`src/common/bdm_pkg.sv`:
```
// Functional notes
// The active bank comes from bits 6 and 5 of the flags register, 00 to 11 picking banks 0 to 3.
// Each bank spans in-bank offsets 00h to 7Fh, and the bank field plus the offset form the full address.
// Low offsets of a bank decode to special function registers and higher offsets to RAM bytes.
// Every implemented bank holds special function registers, and busy ones are shared across banks.
// The register file is reached directly from the instruction or indirectly through the pointer.
// Unimplemented locations read as zero and ignore writes.
// The operand read happens in the second quarter and the destination write in the fourth.
// Offset 00h of any bank is no real register and redirects to the address in the pointer.
`default_nettype none
package bdm_pkg;

  // Quarter phases of one instruction cycle.
  typedef enum logic [1:0] {QTR_1, QTR_2, QTR_3, QTR_4} bdm_quarter_type;

  // Address layout.
  localparam int OFF_W = 7;
  localparam int ADDR_W = 9;
  localparam int IDX_W = 8;
  localparam int FLAGS_BANK_HI = 6;
  localparam int FLAGS_BANK_LO = 5;
  localparam logic [1:0] FIRST_ABSENT_BANK = 2'h2;
  localparam logic [6:0] OFF_INDIRECT = 7'h00;
  localparam logic [6:0] GPR_BASE = 7'h20;
  localparam logic [6:0] GPR1_TOP = 7'h3F;

  // Storage layout: 64 SFR slots, then bank 0 RAM, then bank 1 RAM.
  localparam int MEM_DEPTH = 192;
  localparam logic [7:0] GPR0_SHIFT = 8'h20;
  localparam logic [7:0] GPR1_SHIFT = 8'h80;
  localparam logic [7:0] GPR0_BASE_IDX = 8'h40;
  localparam logic [7:0] SLOT_FLAGS = 8'h03;
  localparam logic [7:0] SLOT_POINTER = 8'h04;
  localparam logic [7:0] RESET_BYTE = 8'h00;
  localparam logic [7:0] ZERO_BYTE = 8'h00;

  // Register addresses, bank 0.
  localparam logic [8:0] ADR_INDIRECT_DATA_B0 = 9'h000;
  localparam logic [8:0] ADR_TIMER0_COUNT = 9'h001;
  localparam logic [8:0] ADR_PC_LOW_B0 = 9'h002;
  localparam logic [8:0] ADR_CPU_FLAGS_B0 = 9'h003;
  localparam logic [8:0] ADR_INDIRECT_POINTER_B0 = 9'h004;
  localparam logic [8:0] ADR_PORT_A_LATCH = 9'h005;
  localparam logic [8:0] ADR_PORT_B_LATCH = 9'h006;
  localparam logic [8:0] ADR_PORT_C_LATCH = 9'h007;
  localparam logic [8:0] ADR_PC_HIGH_LATCH_B0 = 9'h00A;
  localparam logic [8:0] ADR_IRQ_CONTROL_B0 = 9'h00B;
  localparam logic [8:0] ADR_PERIPH_IRQ_FLAGS1 = 9'h00C;
  localparam logic [8:0] ADR_TIMER1_COUNT_LOW = 9'h00E;
  localparam logic [8:0] ADR_TIMER1_COUNT_HIGH = 9'h00F;
  localparam logic [8:0] ADR_TIMER1_CONTROL = 9'h010;
  localparam logic [8:0] ADR_TIMER2_COUNT = 9'h011;
  localparam logic [8:0] ADR_TIMER2_CONTROL = 9'h012;
  localparam logic [8:0] ADR_SERIAL_PORT_BUFFER = 9'h013;
  localparam logic [8:0] ADR_SERIAL_PORT_CONTROL = 9'h014;
  localparam logic [8:0] ADR_CCP1_VALUE_LOW = 9'h015;
  localparam logic [8:0] ADR_CCP1_VALUE_HIGH = 9'h016;
  localparam logic [8:0] ADR_CCP1_CONTROL = 9'h017;
  localparam logic [8:0] ADR_ADC_RESULT = 9'h01E;
  localparam logic [8:0] ADR_ADC_CONTROL0 = 9'h01F;

  // Register addresses, bank 1.
  localparam logic [8:0] ADR_INDIRECT_DATA_B1 = 9'h080;
  localparam logic [8:0] ADR_CORE_OPTIONS = 9'h081;
  localparam logic [8:0] ADR_PC_LOW_B1 = 9'h082;
  localparam logic [8:0] ADR_CPU_FLAGS_B1 = 9'h083;
  localparam logic [8:0] ADR_INDIRECT_POINTER_B1 = 9'h084;
  localparam logic [8:0] ADR_PORT_A_DIRECTION = 9'h085;
  localparam logic [8:0] ADR_PORT_B_DIRECTION = 9'h086;
  localparam logic [8:0] ADR_PORT_C_DIRECTION = 9'h087;
  localparam logic [8:0] ADR_PC_HIGH_LATCH_B1 = 9'h08A;
  localparam logic [8:0] ADR_IRQ_CONTROL_B1 = 9'h08B;
  localparam logic [8:0] ADR_PERIPH_IRQ_ENABLES1 = 9'h08C;
  localparam logic [8:0] ADR_POWER_CONTROL = 9'h08E;
  localparam logic [8:0] ADR_TIMER2_PERIOD = 9'h092;
  localparam logic [8:0] ADR_SERIAL_PORT_SLAVE_ADDR = 9'h093;
  localparam logic [8:0] ADR_SERIAL_PORT_STATE = 9'h094;
  localparam logic [8:0] ADR_ADC_CONTROL1 = 9'h09F;

endpackage : bdm_pkg
`default_nettype wire

```
`src/bdm_quarter.sv`:
```
`timescale 1ns/1ns
`default_nettype none
module bdm_quarter
  import bdm_pkg::*;
(
  input wire logic clk_i,
  input wire logic rst_i,
  output logic [1:0] quarter_o,
  output logic read_phase_o,
  output logic write_phase_o
);

  bdm_quarter_type quarter;
  bdm_quarter_type next_quarter;

  // The four quarters simply rotate; reset restarts a cycle at its first quarter.
  always_comb
  begin
    unique case (quarter)
      QTR_1: next_quarter = QTR_2;
      QTR_2: next_quarter = QTR_3;
      QTR_3: next_quarter = QTR_4;
      QTR_4: next_quarter = QTR_1;
    endcase
  end

  always_ff @(posedge clk_i)
  begin
    if (rst_i)
      quarter <= QTR_1;
    else
      quarter <= next_quarter;
  end

  // Phase strobes for the operand read and the destination write.
  assign quarter_o = quarter;
  assign read_phase_o = (quarter == QTR_2);
  assign write_phase_o = (quarter == QTR_4);

endmodule : bdm_quarter
`default_nettype wire

```
`src/bdm_byte_store.sv`:
```
`timescale 1ns/1ns
`default_nettype none
module bdm_byte_store
  import bdm_pkg::*;
#(
  parameter int DEPTH = MEM_DEPTH,
  parameter int TAP_A = 3,
  parameter int TAP_B = 4
)
(
  input wire logic clk_i,
  input wire logic rst_i,
  input wire logic [7:0] ridx_i,
  output logic [7:0] rdata_o,
  input wire logic we_i,
  input wire logic [7:0] widx_i,
  input wire logic [7:0] wdata_i,
  output logic [7:0] tap_a_o,
  output logic [7:0] tap_b_o
);

  logic [7:0] mem [DEPTH];

  // One flip-flop byte per entry, written only when its own index is addressed.
  for (genvar i = 0; i < DEPTH; i++)
  begin : g_byte
    always_ff @(posedge clk_i)
    begin
      if (rst_i)
        mem[i] <= RESET_BYTE;
      else if (we_i && (widx_i == 8'(i)))
        mem[i] <= wdata_i;
    end
  end

  // Indexes past the end come only from missed targets, which are masked upstream; they read zero.
  assign rdata_o = (int'(ridx_i) < DEPTH) ? mem[ridx_i] : ZERO_BYTE;
  assign tap_a_o = mem[TAP_A];
  assign tap_b_o = mem[TAP_B];

endmodule : bdm_byte_store
`default_nettype wire

```
`src/bdm_data_map.sv`:
```
`timescale 1ns/1ns
`default_nettype none
// Banked data memory decoder and storage seen by the core's operand path.
module bdm_data_map
  import bdm_pkg::*;
(
  input wire logic CLK_I,
  input wire logic RST_I,
  input wire logic [6:0] OP_ADDR_I,
  input wire logic [7:0] OP_WDATA_I,
  input wire logic OP_WE_I,
  output logic [7:0] OP_RDATA_O,
  output logic [1:0] QUARTER_O,
  output logic [8:0] EFF_ADDR_O,
  output logic EFF_HIT_O,
  output logic [1:0] BANK_SEL_O,
  output logic [7:0] POINTER_O
);

  logic read_phase;
  logic write_phase;
  logic [7:0] flags;
  logic [7:0] pointer;
  logic [1:0] bank_sel;
  logic is_indirect;
  logic [8:0] direct_addr;
  logic [8:0] indirect_addr;
  logic [8:0] req_addr;
  logic [1:0] req_bank;
  logic [6:0] req_off;
  logic bank_ok;
  logic is_gpr_off;
  logic gpr_hit;
  logic sfr_hit;
  logic is_mirror;
  logic req_hit;
  logic [7:0] sfr_idx;
  logic [7:0] gpr_idx;
  logic [7:0] req_idx;
  logic [7:0] rd_byte;
  logic store_we;
  logic [7:0] lat_idx;
  logic lat_hit;
  logic [7:0] next_rdata;

  // Quarter sequencer: one instruction cycle is four clocks.
  bdm_quarter bdm_quarter_i (
    .clk_i(CLK_I),
    .rst_i(RST_I),
    .quarter_o(QUARTER_O),
    .read_phase_o(read_phase),
    .write_phase_o(write_phase)
  );

  // Bank field and pointer are read straight from their storage bytes.
  // Taking them from the store taps means a write is seen by the very next decode.
  assign bank_sel = flags[FLAGS_BANK_HI:FLAGS_BANK_LO];
  assign BANK_SEL_O = bank_sel;
  assign POINTER_O = pointer;

  // Direct and indirect address formation.
  // The pointer's top bit picks the bank within a pair, and the
  // bank high bit picks the pair, so all four banks stay reachable.
  assign is_indirect = (OP_ADDR_I == OFF_INDIRECT);
  assign direct_addr = {bank_sel, OP_ADDR_I};
  assign indirect_addr = {flags[FLAGS_BANK_HI], pointer};
  assign req_addr = is_indirect ? indirect_addr : direct_addr;
  assign req_bank = req_addr[8:7];
  assign req_off = req_addr[6:0];

  // Presence table of the physical special function registers.
  // The indirect data port is deliberately absent: it holds nothing.
  function automatic logic sfr_present(input logic [8:0] a);
    logic hit;
    hit = 1'b0;
    case (a)
      ADR_TIMER0_COUNT,
      ADR_PC_LOW_B0,
      ADR_CPU_FLAGS_B0,
      ADR_INDIRECT_POINTER_B0,
      ADR_PORT_A_LATCH,
      ADR_PORT_B_LATCH,
      ADR_PORT_C_LATCH,
      ADR_PC_HIGH_LATCH_B0,
      ADR_IRQ_CONTROL_B0,
      ADR_PERIPH_IRQ_FLAGS1,
      ADR_TIMER1_COUNT_LOW,
      ADR_TIMER1_COUNT_HIGH,
      ADR_TIMER1_CONTROL,
      ADR_TIMER2_COUNT,
      ADR_TIMER2_CONTROL,
      ADR_SERIAL_PORT_BUFFER,
      ADR_SERIAL_PORT_CONTROL,
      ADR_CCP1_VALUE_LOW,
      ADR_CCP1_VALUE_HIGH,
      ADR_CCP1_CONTROL,
      ADR_ADC_RESULT,
      ADR_ADC_CONTROL0,
      ADR_CORE_OPTIONS,
      ADR_PC_LOW_B1,
      ADR_CPU_FLAGS_B1,
      ADR_INDIRECT_POINTER_B1,
      ADR_PORT_A_DIRECTION,
      ADR_PORT_B_DIRECTION,
      ADR_PORT_C_DIRECTION,
      ADR_PC_HIGH_LATCH_B1,
      ADR_IRQ_CONTROL_B1,
      ADR_PERIPH_IRQ_ENABLES1,
      ADR_POWER_CONTROL,
      ADR_TIMER2_PERIOD,
      ADR_SERIAL_PORT_SLAVE_ADDR,
      ADR_SERIAL_PORT_STATE,
      ADR_ADC_CONTROL1: hit = 1'b1;
      default: hit = 1'b0;
    endcase
    return hit;
  endfunction : sfr_present

  // Offsets whose register is shared by both banks.
  function automatic logic sfr_mirrored(input logic [6:0] off);
    logic shared;
    shared = 1'b0;
    case (off)
      ADR_PC_LOW_B0[6:0],
      ADR_CPU_FLAGS_B0[6:0],
      ADR_INDIRECT_POINTER_B0[6:0],
      ADR_PC_HIGH_LATCH_B0[6:0],
      ADR_IRQ_CONTROL_B0[6:0]: shared = 1'b1;
      default: shared = 1'b0;
    endcase
    return shared;
  endfunction : sfr_mirrored

  // Region decode. Banks 2 and 3 can be selected but are not built.
  // A bank 1 offset past its small RAM block falls through to a miss.
  assign bank_ok = (req_bank < FIRST_ABSENT_BANK);
  assign is_gpr_off = (req_off >= GPR_BASE);
  assign gpr_hit = bank_ok && is_gpr_off && (!req_bank[0] || (req_off <= GPR1_TOP));
  assign sfr_hit = bank_ok && !is_gpr_off && sfr_present(req_addr);
  assign is_mirror = sfr_mirrored(req_off);
  assign req_hit = sfr_hit || gpr_hit;

  // Storage index: a mirrored register folds onto its bank 0 slot.
  // Folding keeps one byte per shared register, so the two banks can never disagree.
  assign sfr_idx = {2'b00, req_bank[0] & ~is_mirror, req_off[4:0]};
  assign gpr_idx = {1'b0, req_off} + (req_bank[0] ? GPR1_SHIFT : GPR0_SHIFT);
  assign req_idx = gpr_hit ? gpr_idx : sfr_idx;

  // A miss reads as zero; the byte the store returns for it is discarded.
  // Gating here rather than in the store keeps empty slots from leaking stale bytes.
  assign next_rdata = req_hit ? rd_byte : ZERO_BYTE;

  // The write reuses the target latched at the read, so a missed
  // target stays missed even if the pointer changes in between.
  assign store_we = write_phase && OP_WE_I && lat_hit; // see R6

  bdm_byte_store #(
    .DEPTH(MEM_DEPTH),
    .TAP_A(int'(SLOT_FLAGS)),
    .TAP_B(int'(SLOT_POINTER))
  ) bdm_byte_store_i (
    .clk_i(CLK_I),
    .rst_i(RST_I),
    .ridx_i(req_idx),
    .rdata_o(rd_byte),
    .we_i(store_we),
    .widx_i(lat_idx),
    .wdata_i(OP_WDATA_I),
    .tap_a_o(flags),
    .tap_b_o(pointer)
  );

  // Operand read: the target and its data are captured in the second quarter.
  // Latching the target here lets the write skip a second decode in the fourth quarter.
  always_ff @(posedge CLK_I)
  begin
    if (RST_I)
    begin
      OP_RDATA_O <= ZERO_BYTE;
      EFF_ADDR_O <= 9'h000;
      EFF_HIT_O <= 1'b0;
      lat_idx <= 8'h00;
      lat_hit <= 1'b0;
    end
    else if (read_phase)
    begin
      OP_RDATA_O <= next_rdata;
      EFF_ADDR_O <= req_addr;
      EFF_HIT_O <= req_hit;
      lat_idx <= req_idx;
      lat_hit <= req_hit;
    end
  end
endmodule : bdm_data_map
`default_nettype wire

```
`config.mk`:
```
export PLATFORM = sky130hd
export DESIGN_NAME = bdm_data_map
export DESIGN_NICKNAME = d
export VERILOG_FILES = /design/src/common/bdm_pkg.sv /design/src/bdm_quarter.sv /design/src/bdm_byte_store.sv /design/src/bdm_data_map.sv
export SDC_FILE = /design/constraint.sdc
export NUM_CORES = 2
export LEC_CHECK = 0
export BUFFER_PORTS_ARGS = -buffer_cell sky130_fd_sc_hd__buf_2
export CORE_ASPECT_RATIO = 0.7
export CORE_MARGIN = 8
export CORE_UTILIZATION = 45
export DETAILED_ROUTE_END_ITERATION = 10
export PLACE_DENSITY = 0.72
export SYNTH_ARGS = -nofsm -noshare
export SYNTH_HDL_FRONTEND = slang
export SYNTH_HIERARCHICAL = 1
export SYNTH_SLANG_ARGS = --single-unit
```
`constraint.sdc`:
```
create_clock -name CLK_I -period 8.34 [get_ports CLK_I]
set_input_delay 1.668 -clock CLK_I [delete_from_list [all_inputs] [get_ports CLK_I]]
set_output_delay 1.668 -clock CLK_I [all_outputs]
set_load 0.01 [all_outputs]
```
==> flow_summary.ini <==
[logic_synthesis]
synth.largest_area_cell = edfxtp_1
netlist_top_cells_area = edfxtp_1, mux4_2, and3_1
yosysUniqueCellTypes = 69
async_reset_ff_frac = 0
synth_top_cell_area_share = 0.629
ys.flop_type = edfxtp_1
ys_warn_count = 6
ys_seq_area_frac = 0.635
synth.top_cells.by_count = edfxtp_1, and3_1, clkbuf_1
netlist_area_mm2 = 0.0733
synth_edf_count = 1536
synthCells = 4993
syn_nets = 5016
synth.most_common_cell = edfxtp_1
ys_ff_latch = 1559
synth_area_per_cell_um2 = 14.7

[critical_path]
worst_setup_path_end_kind = flop
arrival_ns = 6.42
path_class = primary input to flop
startpoint_type = primary input
critPathMaxFanout = 85
required_ns = 9.03

[status]
status = complete, no violations

[min_path]
hold_path.class = flop to flop

[clock_tree]
cts_setup_buffers = 0
cts-root-buf = clkbuf_16
clk_latency_ns = 0.77
post_cts_resized = 0
cts_tree = yes
clk_path_buf_depth = 3
cts.sinks = 1559
clkSlewWorstSetupHoldPaths_ns = 0.07
cts_buffers = 143
hold_buffers = 0
ctsHtreeMaxLevel = 4

[cells_and_area]
drive_gt1_frac = 0.157
nets = 4668
syn_to_final_growth_pct = 8.11

[grt]
grt_pass1_wl_um = 307000
grt_max_degree = 135
grt_pass1_vias = 42895
overflow = 0
grt_usage = 0.233
antenna_found_initial = 13

[sta]
min_period_ns = 5.72
tns_ns = 0
fin_crit_sh = 0.686
slew_headroom = 0.0937
hold_viol_final = 0
skew_ns = 0.0307
finalSetupViolCount = 0
max_freq_ghz = 0.175
rsz0062_at_grt = no
slew_viol_final = 0
whs_ns = 0.486
tightest_slew_ns = 1.36

[die]
die_w_um = 498
initial_core_util = 0.451
rows = 124
die_area_mm2 = 0.176
coreArea_mm2 = 0.163
die_h_um = 354
io_pins = 48

[power]
peakVddDrop_mv = 0.208
powerDensity_mw_per_mm2 = 216
power.total_mw = 17.1
leakage_nw = 32.1

[route]
drt-initial-drc-count = 7798
viasPerCell = 6.59
ant_nets = 0
drt_wl_total_um = 213000
dr.pass1.iters = 8
drt-wirelength-per-cell_um = 30.8
remaining_drc_errors = 0
vias = 45552

[placed_design]
place.gp.congestion = 0.880
port_buffers = 47
place_hpwl_um = 125000

[run]
drv_cap = 0
[area by class of cell]
cell class	count	area [um^2]
antenna	6	15.0
timing repair buffer	137	1040
inverter	17	81.3
tap	2142	2680
multi-input combinational	2787	24300
clock buffer	183	3950
fill	13451	83300
sequential	1559	46600
clock inverter	78	652
[power by group]
group	internal, mW	leakage (nW)	switching, mW
Sequential	8.85	16.0	0.136
Combinational	0.451	13.8	0.997
Clock	3.69	2.25	2.99
[through the flow]
step | utilization | setup WS [ns] | std cells | instance area [um^2]
after floorplan | - | 3.57 | 4993 | 73300
after global placement | 0.459 | 2.00 | 6642 | 74600
after detailed placement | 0.459 | 1.97 | 6642 | 74600
after CTS | 0.487 | 2.80 | 6903 | 79200
after global routing | 0.487 | 2.49 | 6903 | 79200
final | 0.487 | 2.62 | 6909 | 79300
[registers in the layout, summed over array words and instances, names as in the netlist]
register	flops
bdm_quarter_i/quarter_o	2
lat_idx	3
EFF_ADDR_O	9
OP_RDATA_O	8
bdm_byte_store_i/mem	1536
lat_hit	1
[worst paths after layout]
path,startpoint,to,slack [ns],depth (start not counted)
max,OP_ADDR_I[4],OP_RDATA_O[7]$_SDFFE_PP0P_,2.62,12
min,EFF_ADDR_O[5]$_SDFFE_PP0P_,EFF_ADDR_O[5]$_SDFFE_PP0P_,0.49,2
max reg2reg,bdm_byte_store_i/mem[4][3]$_SDFFCE_PN0P_,OP_RDATA_O[4]$_SDFFE_PP0P_,3.58,10
min reg2reg,EFF_ADDR_O[5]$_SDFFE_PP0P_,EFF_ADDR_O[5]$_SDFFE_PP0P_,0.49,2
[layer usage]
metal | share of wire | GRT usage | vias to the layer above
met5 | 0.000089 | 0 | -
met4 | 0.030 | 0.0679 | 2
met3 | 0.15 | 0.0811 | 376
met2 | 0.41 | 0.320 | 3192
met1 | 0.40 | 0.347 | 23197
li1 | - | - | 18785
[cell usage in the layout, fill, tap and decap left out, types with 12 or more instances in the layout]
cell type / n
dfxtp_1: 23
nand2_1: 82
clkbuf_1: 29
a211oi_1: 23
nor2b_1: 15
o21bai_1: 160
nor3_1: 14
a31oi_1: 18
a221oi_1: 46
buf_2: 38
edfxtp_1: 1536
o22ai_1: 28
o21ai_0: 19
clkinv_1: 39
o221ai_1: 14
nor2_1: 80
clkinv_2: 20
mux4_2: 364
buf_4: 84
and2_1: 264
clkbuf_16: 153
a22oi_1: 45
a21oi_1: 12
mux2i_1: 130
nand3_1: 26
nor2_4: 26
and3_1: 1284
a21o_1: 39
[worst max-delay path, cell delays in order]
cell and delay [ns]:
buf_2 0.15, nor4_4 0.44, a31oi_1 0.38, inv_8 0.63, buf_12 0.54, mux4_2 0.32
o22ai_1 0.14, a211oi_1 0.94, a31oi_1 0.28, o32ai_1 0.35, mux2i_1 0.13, a211oi_1 0.21
[cell families (layout without fill, tap and decap cells)]
| logic type | Yosys count | count (layout) | share of synthesized area |
|---|---|---|---|
| simple gates | 1827 | 1827 | 0.150 |
| flops | 1559 | 1559 | 0.635 |
| buf+inv | 647 | 415 | 0.0369 |
| mux | 497 | 497 | 0.130 |
| compound gates | 457 | 457 | 0.0473 |
| fa+ha+maj | 5 | 5 | 0.000853 |
| xor+xnor | 1 | 1 | 0.000119 |
| other cells | 0 | 6 | 0 |
Note: power is estimated with default switching activity, not from simulation.
